<file path="src/rtl/speed_cmd_pkg.sv">
package speed_cmd_pkg;
  // oscillator rate
  localparam longint CLK_HZ = 250000000;
  // pwm frequency floor in millihertz, period limit derived
  localparam longint PWM_MIN_MHZ = 7600;
  localparam longint PWM_MAX_PERIOD_CYC = (CLK_HZ * 1000) / PWM_MIN_MHZ;
  // accuracy limit of duty measurement
  localparam longint PWM_MAX_ACC_HZ = 1000;
  localparam longint PWM_MIN_ACC_PERIOD_CYC = CLK_HZ / PWM_MAX_ACC_HZ;
  // sleep and wake timing
  localparam longint SLEEP_HIGH_US = 524000;
  localparam longint SLEEP_HIGH_CYC = (CLK_HZ / 1000000) * SLEEP_HIGH_US;
  localparam longint WAKE_ANALOG_US = 8200;
  localparam longint WAKE_ANALOG_CYC = (CLK_HZ / 1000000) * WAKE_ANALOG_US;
  // duty thresholds in percent
  localparam int DUTY_START_PCT = 12;
  localparam int DUTY_STOP_PCT = 8;
  localparam int DUTY_FULL_PCT = 100;
  // analog thresholds in millivolts
  localparam int ANA_START_MV = 600;
  localparam int ANA_STOP_MV = 400;
  localparam int ANA_FULL_MV = 5000;
  // edges needed to resume pwm source after wake
  localparam logic [1:0] WAKE_EDGES = 2'h2;

  typedef enum logic [1:0] {SRC_NONE, SRC_PWM, SRC_ANALOG} source_type;

  // six pre-driver gate levels
  typedef struct packed {
    logic u_high;
    logic v_high;
    logic w_high;
    logic u_low;
    logic v_low;
    logic w_low;
  } gate_set_type;
endpackage : speed_cmd_pkg

</file>
<file path="src/rtl/motor_speed_command_select.sv">
`timescale 1ns/1ps
// Overview of operation
// [RULE1] gate enable high passes the gate outputs, low forces all six low.
// [RULE2] the pwm pin is the speed source above 7.6 Hz, otherwise the analog pin.
// [RULE3] pwm from 7.6 Hz to 1 kHz is taken, faster input is taken with loose accuracy.
// [RULE4] stopped under pwm, drive starts when duty reaches 12 percent or more.
// [RULE5] running under pwm, drive stops when duty falls to 8 percent or less.
// [RULE6] a duty of 100 percent takes the speed from the analog input.
// [RULE7] with no edges on the pwm pin the speed follows the analog input.
// [RULE8] under analog, drive starts at 0.6 V or more and stops at 0.4 V or less.
// [RULE9] the controller holds the pwm pin low for as long as analog control is used.
// [RULE10] sleep is entered when the pwm pin stays high long enough, never while low.
// [RULE11] sleep stops the main regulator and holds every gate output low.
// [RULE12] pwm high for 524 ms or more is the sleep condition, and logic resets on entry.
// [RULE13] after wake analog data is taken after 8.2 ms, pwm only after two rising edges.
// [RULE14] duty is high-time cycles over period cycles between rising edges.
module motor_speed_command_select #(
  parameter int CNT_W = 32,
  parameter int MV_W = 13,
  parameter longint SLEEP_CYC = speed_cmd_pkg::SLEEP_HIGH_CYC,
  parameter longint WAKE_CYC = speed_cmd_pkg::WAKE_ANALOG_CYC,
  parameter longint ACC_PERIOD_CYC = speed_cmd_pkg::PWM_MIN_ACC_PERIOD_CYC,
  parameter longint PERIOD_MAX_CYC = speed_cmd_pkg::PWM_MAX_PERIOD_CYC
) (
  input wire logic clk,
  input wire logic rst_n,
  input wire logic gate_output_enable_pin,
  input wire logic pwm_speed_command_pin,
  input wire logic [MV_W-1:0] analog_speed_command_pin,
  input wire speed_cmd_pkg::gate_set_type gate_request,
  output speed_cmd_pkg::gate_set_type gate_drive,
  output logic regulator_pass_drive,
  output logic sleep_active,
  output logic motor_run,
  output logic [6:0] speed_command_pct,
  output speed_cmd_pkg::source_type source_sel,
  output logic duty_accurate
);
  logic pin_prev_reg;
  logic [CNT_W-1:0] hi_cnt_reg, hi_cnt_next, per_cnt_reg, per_cnt_next;
  logic [CNT_W-1:0] high_run_reg, high_run_next, wake_cnt_reg, wake_cnt_next;
  logic [6:0] duty_reg, duty_next;
  logic [1:0] edges_reg, edges_next;
  logic pwm_ok_reg, pwm_ok_next, analog_ok_reg, analog_ok_next;
  logic run_next, sleep_next, acc_next;
  logic [6:0] speed_next;
  speed_cmd_pkg::source_type src_next;
  speed_cmd_pkg::gate_set_type gate_next;
  logic rise, full_duty;
  logic [6:0] ana_pct;

  // integer ratio in percent, capped at 100
  function automatic logic [6:0] pct(input logic [CNT_W-1:0] num, input logic [CNT_W-1:0] den);
    logic [CNT_W+6:0] prod;
    logic [CNT_W+6:0] q;
    prod = {7'h00, num} * (CNT_W+7)'(100);
    q = (den == '0) ? (CNT_W+7)'(0) : prod / {7'h00, den};
    pct = (q > (CNT_W+7)'(100)) ? 7'h64 : q[6:0];
  endfunction : pct

  assign rise = pwm_speed_command_pin & ~pin_prev_reg;
  assign ana_pct = pct(CNT_W'(analog_speed_command_pin), CNT_W'(speed_cmd_pkg::ANA_FULL_MV));
  assign full_duty = duty_reg == 7'(speed_cmd_pkg::DUTY_FULL_PCT);

  // duty measurement, edge qualification and sleep timing
  always_comb
  begin
    hi_cnt_next = hi_cnt_reg + (pwm_speed_command_pin ? CNT_W'(1) : CNT_W'(0)); // RULE14
    per_cnt_next = per_cnt_reg + CNT_W'(1);
    duty_next = duty_reg;
    edges_next = edges_reg;
    pwm_ok_next = pwm_ok_reg;
    acc_next = duty_accurate;
    if (rise)
    begin
      duty_next = pct(hi_cnt_reg, per_cnt_reg); // RULE14
      acc_next = per_cnt_reg >= CNT_W'(ACC_PERIOD_CYC); // RULE3
      hi_cnt_next = CNT_W'(1);
      per_cnt_next = CNT_W'(1);
      if (edges_reg != speed_cmd_pkg::WAKE_EDGES)
        edges_next = edges_reg + 2'h1;
      pwm_ok_next = (edges_reg == speed_cmd_pkg::WAKE_EDGES) || (edges_reg == 2'h1); // RULE13
    end
    else if (per_cnt_reg >= CNT_W'(PERIOD_MAX_CYC))
    begin
      pwm_ok_next = 1'b0; // RULE2 RULE7
      edges_next = 2'h0;
      per_cnt_next = per_cnt_reg;
      duty_next = pwm_speed_command_pin ? 7'h64 : 7'h00;
    end
    high_run_next = pwm_speed_command_pin ? high_run_reg + CNT_W'(1) : CNT_W'(0); // RULE10
    wake_cnt_next = wake_cnt_reg;
    analog_ok_next = analog_ok_reg;
    if (wake_cnt_reg >= CNT_W'(WAKE_CYC - 1))
      analog_ok_next = 1'b1; // RULE13
    else
      wake_cnt_next = wake_cnt_reg + CNT_W'(1);
  end

  // source choice, start and stop hysteresis, gate masking
  always_comb
  begin
    // pin must still be high now, so a late drop never enters sleep
    sleep_next = pwm_speed_command_pin && high_run_reg >= CNT_W'(SLEEP_CYC - 1); // RULE12
    src_next = speed_cmd_pkg::SRC_NONE;
    speed_next = 7'h00;
    run_next = motor_run;
    if (pwm_ok_reg && !full_duty)
    begin
      src_next = speed_cmd_pkg::SRC_PWM; // RULE2
      speed_next = duty_reg;
      if (!motor_run && duty_reg >= 7'(speed_cmd_pkg::DUTY_START_PCT))
        run_next = 1'b1; // RULE4
      else if (motor_run && duty_reg <= 7'(speed_cmd_pkg::DUTY_STOP_PCT))
        run_next = 1'b0; // RULE5
    end
    else if (analog_ok_reg)
    begin
      src_next = speed_cmd_pkg::SRC_ANALOG; // RULE6 RULE7
      speed_next = ana_pct;
      if (!motor_run && analog_speed_command_pin >= MV_W'(speed_cmd_pkg::ANA_START_MV))
        run_next = 1'b1; // RULE8
      else if (motor_run && analog_speed_command_pin <= MV_W'(speed_cmd_pkg::ANA_STOP_MV))
        run_next = 1'b0; // RULE8
    end
    else
      run_next = 1'b0;
    gate_next = gate_output_enable_pin && run_next && !sleep_next ? gate_request : '0; // RULE1
  end

  // registers; while asleep all logic except sleep_active and regulator_pass_drive is cleared like a reset
  always_ff @(posedge clk)
  begin
    if (!rst_n || sleep_active) // RULE12
    begin
      pin_prev_reg <= 1'b1;
      hi_cnt_reg <= '0;
      per_cnt_reg <= '0;
      high_run_reg <= '0;
      wake_cnt_reg <= '0;
      duty_reg <= 7'h00;
      edges_reg <= 2'h0;
      pwm_ok_reg <= 1'b0;
      analog_ok_reg <= 1'b0;
      motor_run <= 1'b0;
      speed_command_pct <= 7'h00;
      source_sel <= speed_cmd_pkg::SRC_NONE;
      duty_accurate <= 1'b0;
      gate_drive <= '0;
      regulator_pass_drive <= !rst_n || !pwm_speed_command_pin; // RULE11 off while asleep
      sleep_active <= !rst_n ? 1'b0 : pwm_speed_command_pin; // RULE10 falling edge wakes
    end
    else
    begin
      pin_prev_reg <= pwm_speed_command_pin;
      hi_cnt_reg <= hi_cnt_next;
      per_cnt_reg <= per_cnt_next;
      high_run_reg <= high_run_next;
      wake_cnt_reg <= wake_cnt_next;
      duty_reg <= duty_next;
      edges_reg <= edges_next;
      pwm_ok_reg <= pwm_ok_next;
      analog_ok_reg <= analog_ok_next;
      motor_run <= run_next && !sleep_next;
      speed_command_pct <= speed_next;
      source_sel <= src_next;
      duty_accurate <= acc_next;
      gate_drive <= gate_next; // RULE11
      regulator_pass_drive <= !sleep_next; // RULE11
      sleep_active <= sleep_next;
    end
  end

  property p_gate_off;
    @(posedge clk) disable iff (!rst_n)
    !gate_output_enable_pin |=> gate_drive == '0;
  endproperty
  a_gate_off: assert property (p_gate_off) else $error("gates not low with enable low"); // RULE1

  property p_sleep_gates;
    @(posedge clk) disable iff (!rst_n)
    sleep_active |-> gate_drive == '0 && !regulator_pass_drive;
  endproperty
  a_sleep_gates: assert property (p_sleep_gates) else $error("sleep left gates on"); // RULE11

  property p_no_sleep_low;
    @(posedge clk) disable iff (!rst_n)
    !$past(pwm_speed_command_pin) |-> !$rose(sleep_active);
  endproperty
  a_no_sleep_low: assert property (p_no_sleep_low) else $error("sleep while pin low"); // RULE10

  property p_start_pwm;
    @(posedge clk) disable iff (!rst_n || sleep_active)
    source_sel == speed_cmd_pkg::SRC_PWM && $rose(motor_run) |->
      speed_command_pct >= 7'(speed_cmd_pkg::DUTY_START_PCT);
  endproperty
  a_start_pwm: assert property (p_start_pwm) else $error("pwm start below threshold"); // RULE4

  property p_stop_pwm;
    @(posedge clk) disable iff (!rst_n || sleep_active)
    $past(source_sel) == speed_cmd_pkg::SRC_PWM && source_sel == speed_cmd_pkg::SRC_PWM
      && $fell(motor_run) |-> speed_command_pct <= 7'(speed_cmd_pkg::DUTY_STOP_PCT);
  endproperty
  a_stop_pwm: assert property (p_stop_pwm) else $error("pwm stop above threshold"); // RULE5

  property p_full_analog;
    @(posedge clk) disable iff (!rst_n || sleep_active)
    full_duty |=> source_sel != speed_cmd_pkg::SRC_PWM;
  endproperty
  a_full_analog: assert property (p_full_analog) else $error("full duty kept pwm source"); // RULE6

  property p_analog_start;
    @(posedge clk) disable iff (!rst_n || sleep_active)
    source_sel == speed_cmd_pkg::SRC_ANALOG && $rose(motor_run) |->
      $past(analog_speed_command_pin) >= MV_W'(speed_cmd_pkg::ANA_START_MV);
  endproperty
  a_analog_start: assert property (p_analog_start) else $error("analog start low"); // RULE8

  property p_pwm_edges;
    @(posedge clk) disable iff (!rst_n || sleep_active)
    source_sel == speed_cmd_pkg::SRC_PWM |-> $past(edges_reg) != 2'h0;
  endproperty
  a_pwm_edges: assert property (p_pwm_edges) else $error("pwm source without edges"); // RULE13
endmodule : motor_speed_command_select

</file>
<file path="config.mk">
export PLATFORM = sky130hd
export DESIGN_NAME = motor_speed_command_select
export DESIGN_NICKNAME = d
export VERILOG_FILES = /design/src/rtl/speed_cmd_pkg.sv /design/src/rtl/motor_speed_command_select.sv
export SDC_FILE = /design/constraint.sdc
export NUM_CORES = 2
export LEC_CHECK = 0
export ABC_AREA = 1
export ABC_CLOCK_PERIOD_IN_PS = 116300
export BUFFER_PORTS_ARGS = -buffer_cell sky130_fd_sc_hd__buf_2
export CAP_MARGIN = 15
export CELL_PAD_IN_SITES_DETAIL_PLACEMENT = 0
export CELL_PAD_IN_SITES_GLOBAL_PLACEMENT = 2
export CORE_ASPECT_RATIO = 1.25
export CORE_MARGIN = 5
export CORE_UTILIZATION = 25
export DETAILED_ROUTE_END_ITERATION = 8
export PLACE_DENSITY_LB_ADDON = 0.25
export SLEW_MARGIN = 20
export SYNTH_ARGS = -nofsm -noshare
export SYNTH_HDL_FRONTEND = slang
export SYNTH_SLANG_ARGS = --single-unit
export TNS_END_PERCENT = 20
</file>
<file path="constraint.sdc">
create_clock -name clk -period 116.3 [get_ports clk]
set_input_delay 23.26 -clock clk [delete_from_list [all_inputs] [get_ports clk]]
set_output_delay 23.26 -clock clk [all_outputs]
set_load 0.01 [all_outputs]
</file>
=== Word-level counts from Yosys, hierarchy flattened ===
Index checks and enable logic that the tools add are counted.

* Register bits: 159
* Input bits: 23

* Magnitude comparators: 10
* Multiply operators: 2
* Multiplexer cells: 28
* Div/mod/pow operators: 2
* Equal/unequal tests: 6
* Bitwise logic cells: 4
* Reduce and logical (&&, ||, !) cells: 24
* $add $sub $neg: 5

{| class="wikitable"
|+ Operators by type and width
! cell !! count
|-
| adder 32 x 1 -> 32 bit (second input constant) || 3
|-
| > comparator 39 x 7 -> 1 bit (second input constant) || 2
|-
| 2-to-1 mux 7 bit || 7
|-
| divider 20 x 13 -> 39 bit (second input constant) || 1
|-
| divider 39 x 32 -> 39 bit || 1
|-
| 2-to-1 mux 39 bit || 1
|-
| multiplier 32 x 5 -> 37 bit (second input constant) || 1
|-
| adder 32 x 1 -> 32 bit || 1
|-
| greater-or-equal comparator 32 x 18 -> 1 bit (second input constant) || 1
|-
| greater-or-equal comparator 32 x 21 -> 1 bit (second input constant) || 1
|-
| greater-or-equal comparator 32 x 25 -> 1 bit (second input constant) || 1
|-
| greater-or-equal comparator 32 x 27 -> 1 bit (second input constant) || 1
|-
| logical NOT 32 bit || 1
|-
| multiplier 13 x 5 -> 18 bit (second input constant) || 1
|-
| 2-to-1 mux 1 bit || 16
|-
| greater-or-equal comparator 13 x 10 -> 1 bit (second input constant) || 1
|-
| less-or-equal comparator 13 x 9 -> 1 bit (second input constant) || 1
|-
| logical AND 1 bit || 9
|-
| 2-to-1 mux 2 bit || 4
|-
| OR reduction 2 bit || 4
|-
| equality test 7 bit (second input constant) || 1
|-
| greater-or-equal comparator 7 x 4 -> 1 bit (second input constant) || 1
|-
| less-or-equal comparator 7 x 4 -> 1 bit (second input constant) || 1
|-
| logical NOT 1 bit || 5
|-
| other kinds (10) || 15
|}

=== Longest topological paths before layout ===
* Word-level depth: 10
* Mapped depth: 797
* Depth with buffers taken out: 739

=== Worst setup path before layout ===
No wires, ideal clock.

* Path type: reg2reg
* Start: reg hi_cnt_reg[1]
* End: reg duty_reg[2]
* Setup slack: 13.276 ns
* Path buffers: 91
* Clock period less this slack: 103.024 ns
* Required time: 116.180 ns
* Data arrival time: 102.904 ns
* Stages on the path, launching flop included: 743
* Cell sequence: dfxtp_1 > inv_1 > ha_1 > ha_1 > ha_1 > inv_1 > fa_1 > inv_1 > nand3_1 > nand2_1 > nand2_2 > nand2_1 > nand2_1 > nand2_1 > nand2_1 > nand2_2 > a21oi_1 > o21bai_1 > [... 707 more ...] > inv_2 > ha_1 > a21oi_1 > nor2_1 > a2111oi_0 > nand3_1 > nand2_1 > nand2_1 > a221oi_1 > nand3_2 > nor2_2 > nand3_2 > nand2_2 > nand2_2 > nand2_2 > nand2_1 > nand2_1 > a21oi_1

* Longest elaborated chain between the ends: 6

{| class="wikitable"
|+ Ends and longest elaborated chain
! element !! line !! RTL
|-
| from (decl) || motor_speed_command_select.sv:40 || <nowiki>logic [CNT_W-1:0] hi_cnt_reg, hi_cnt_next, per_cnt_reg, per_cnt_next;</nowiki>
|-
| from (signal assigned) || motor_speed_command_select.sv:156 || <nowiki>hi_cnt_reg <= hi_cnt_next;</nowiki>
|-
| multiplier 32 x 5 -> 37 bit (*) || motor_speed_command_select.sv:56 || <nowiki>prod = {7'h00, num} * (CNT_W+7)'(100);</nowiki>
|-
| divider 39 x 32 -> 39 bit (*) || motor_speed_command_select.sv:57 || <nowiki>q = (den == '0) ? (CNT_W+7)'(0) : prod / {7'h00, den};</nowiki>
|-
| 2-to-1 mux 39 bit (*) || motor_speed_command_select.sv:57 ||
|-
| > comparator 39 x 7 -> 1 bit || motor_speed_command_select.sv:58 || <nowiki>pct = (q > (CNT_W+7)'(100)) ? 7'h64 : q[6:0];</nowiki>
|-
| 2-to-1 mux 7 bit (*) || motor_speed_command_select.sv:58 ||
|-
| 2-to-1 mux 7 bit (*) || motor_speed_command_select.sv:74 || <nowiki>if (rise)</nowiki>
|-
| to (signal assigned) || motor_speed_command_select.sv:160 || <nowiki>duty_reg <= duty_next;</nowiki>
|-
| to (decl) || motor_speed_command_select.sv:42 || <nowiki>logic [6:0] duty_reg, duty_next;</nowiki>
|}

Mark *: on every way between the ends. The rest lies on a longest branch, timed or not.
A chain may end at the register's enable or synchronous reset.

=== Worst setup path in the final report ===
Ends and elaborated chain as after synthesis.

==> results.py <==
metrics = {
    "synth": {
        "avgSynthCellArea_sq_um": 6.07,
        "synth_xor_area_share_pct": 10.5,
        "ys_ff_latch": 159,
        "synth-compound-area-share_pct": 17.9,
        "yosys.area_share.simple_pct": 39.0,
        "ys_warn_count": 0,
        "syn_nets": 13889,
        "yosys.cell_types.count": 107,
        "synth.mux.area_fraction_pct": 0.0255,
        "seq_area_frac_synth_pct": 4.06,
        "synth-edff-count": 0,
        "synth-main-ff-cell": "dfxtp_1",
        "async_flop_share_pct": 0,
        "synthCells": 12903,
        "synth_top_family_by_area": "simple AND/OR/NAND/NOR gates",
        "netlist_area_sq_um": 78400,
        "synthAdderAreaFrac_pct": 15.7,
    },
    "grt": {
        "grt_pass1_vias": 82766,
        "grt_first_pass_wirelength_um": 501000,
        "grt-ovfl-total": 0,
        "grt_max_degree": 56,
        "antenna_found_initial": 13,
        "grt.total_usage_pct": 19.7,
    },
    "clock_tree": {
        "clock_latency_ps": 510,
        "cts_sinks": 159,
        "htreeDepth": 4,
        "clk_pin_slew_ps": 90,
        "clock_path_buffers": 2,
        "numCtsBuffers": 17,
        "cts_tree": "yes",
        "cts-root-buf": "clkbuf_16",
    },
    "route": {
        "dr.pass1.iters": 6,
        "vias": 82221,
        "post_drt_wl_per_cell_um": 19.6,
        "ant_nets": 0,
        "drtIter0Drc": 4259,
        "route.detailed.drc": 0,
        "post_drt_via_cell_ratio": 4.79,
        "route.final.wire_length_um": 337000,
    },
    "die": {
        "die_w_um": 511,
        "dieArea_sq_um": 325000,
        "die_y_um": 636,
        "core_sq_um": 312000,
        "ioPinCount": 42,
        "start_util_pct": 25.1,
        "rows": 229,
    },
    "sta": {
        "setup-violations-final": 0,
        "final_max_slew_viol_count": 0,
        "timing.final.crit_share_pct": 90.6,
        "max_freq_mhz": 9.49,
        "slew_headroom_pct": 27.9,
        "hold_viol": 0,
        "layout_min_cycle_time_ps": 105400,
        "fin_skew_ps": 20.0,
        "holdWs_ps": 438,
        "worstMarginPinSlew_ps": 1070,
    },
    "cells_and_area": {
        "multi_input_area_sq_um": 65800,
        "num-fill-cells": 36321,
        "syn2layout_area_growth_pct": 8.42,
        "nNetsFinal": 13988,
        "regArea_sq_um": 3190,
        "post-route-util_pct": 27.3,
        "drive_gt1_share_pct": 14.3,
    },
    "placement": {
        "hpwl_um": 279000,
        "portBuffers": 41,
        "globalplace.congestion": 0.883,
    },
    "worst_hold_path": {
        "hp-class": "flip-flop to flip-flop",
    },
    "worst_setup_path": {
        "cp.buffers_inverters": 114,
        "critical_path_class": "flip-flop to flip-flop",
        "path_delay_family": "compound AO/OA/AOI/OAI gates",
        "crit_top_cell": "nand2_1",
        "critPathSlowestCell": "nor4_2",
        "start_kind": "flip-flop",
        "worstPathRequired_ps": 116690,
        "endpoint_kind": "flip-flop",
        "arrival_ps": 105800,
        "max_stage_delay_ps": 610,
        "path_max_fanout": 40,
    },
    "status": {
        "status": "finished clean",
    },
    "flow_run": {
        "drv_cap": 0,
    },
}
==> layer usage <==
metal	vias up	global-route usage, %	routed length [um]
li1	42814	-	-
met1	38044	22.7	140000
met2	1046	39.1	178000
met3	315	1.02	7620
met4	2	4.56	10200
met5	-	0	13
==> Yosys cell counts (all sizes together), types with 4 or more instances <==
library cell / count / area share (%)
o221ai: 13 / 0.15
clkbuf: 157 / 1.6
o21bai: 90 / 0.87
nor4: 67 / 0.59
nand2: 3193 / 19
and2: 11 / 0.093
nor3: 195 / 1.4
nor2: 1417 / 8.2
a2111oi: 10 / 0.11
a21oi: 1164 / 7.5
o21ai: 919 / 6.1
bufinv: 7 / 0.19
ha: 927 / 15
a221oi: 12 / 0.13
o22ai: 9 / 0.072
o221a: 5 / 0.072
a21boi: 12 / 0.12
o41ai: 10 / 0.11
o21a: 61 / 0.58
inv: 1910 / 9.3
o311ai: 12 / 0.13
and3: 8 / 0.070
clkinv: 43 / 0.28
nand3b: 31 / 0.31
a211oi: 21 / 0.20
nand4: 310 / 2.6
dfxtp: 159 / 4.1
o2111ai: 6 / 0.067
fa: 36 / 0.92
a21o: 28 / 0.28
o31ai: 33 / 0.32
nor4b: 4 / 0.045
nand3: 820 / 6.5
buf: 97 / 1.5
xnor2: 385 / 4.4
xor2: 539 / 6.1
or2: 56 / 0.45
nor3b: 6 / 0.057
a31oi: 48 / 0.38
o211ai: 44 / 0.42
==> repair_timing <==
item	4_1_cts	5_1_grt
hold endpoints to repair	0	0
setup endpoints to repair	7	7
setup buffers	0	46
hold buffers	0	0
pin swaps	2	23
cloned	1	16
gates resized for setup	2	178
==> worst register-to-register path, delay by kind of cell (launching register included) <==
kind                     cells  cell delay [ps]
flip-flops                   1              460
adder cells (fa/ha/maj)     40            13360
AND/OR/NAND/NOR            277            34810
AO/OA/AOI/OAI              239            40750
XOR/XNOR                    14             2490
buffers and inverters      114            13660
==> area by class of cell <==
class                           instances  share of cell area [%]
Sequential cell                       159                    3.75
Timing Repair Buffer                  319                    2.84
Inverter                             1960                    9.11
Timing Repair inverter                  3                  0.0280
Antenna cell                            3                 0.00884
Multi-Input combinational cell      10542                    77.4
Clock inverter                         15                   0.237
Tap cell                             4158                    6.12
Clock buffer                           17                   0.501
==> cell families after synthesis <==
| group | count (synthesis) |
|---|---|
| and+or+nand+nor | 6123 |
| AOI/OAI and AO/OA | 2517 |
| buffers and inverters | 2215 |
| adders and majority gates | 963 |
| xor gates and xnor gates | 924 |
| DFF | 159 |
| muxes | 2 |
==> layout by cell type, fill, tap and decap left out, types with 88 or more instances in the layout <==
master / count
nand2_1: 2597
inv_1: 1712
nor2_1: 1141
a21oi_1: 1137
ha_1: 926
o21ai_0: 776
nand3_1: 651
xor2_1: 529
nand2_2: 399
xnor2_1: 379
nand4_1: 295
buf_4: 265
nor2_2: 198
nand2_4: 191
nor3_1: 166
inv_2: 160
dfxtp_1: 156
nand3_2: 144
o21ai_1: 101
o21bai_1: 88
==> worst paths after layout <==
path              slack, ps          endpoint        startpoint  cells after the start
hold / removal          440  wake_cnt_reg[27]  wake_cnt_reg[27]                      2
setup / recovery      10900       duty_reg[2]     hi_cnt_reg[1]                    684
setup reg to reg      10900       duty_reg[2]     hi_cnt_reg[1]                    684
hold reg to reg         440  wake_cnt_reg[27]  wake_cnt_reg[27]                      2
==> metrics by stage <==
stage	worst slack, ps	area (sq um)	TNS [ps]	instances
finish	10900	85000	0	17176
global route	-87.3	85000	-386	17174
CTS	87.4	83800	0	17111
detailed placement	-247	83200	-1460	17078
global placement	257	83200	0	17078
floorplan	13280	78400	0	12903
Power is left out: the tool's default activity adds up to more than one toggle a clock period on the data nets, which glitch-free logic cannot reach.
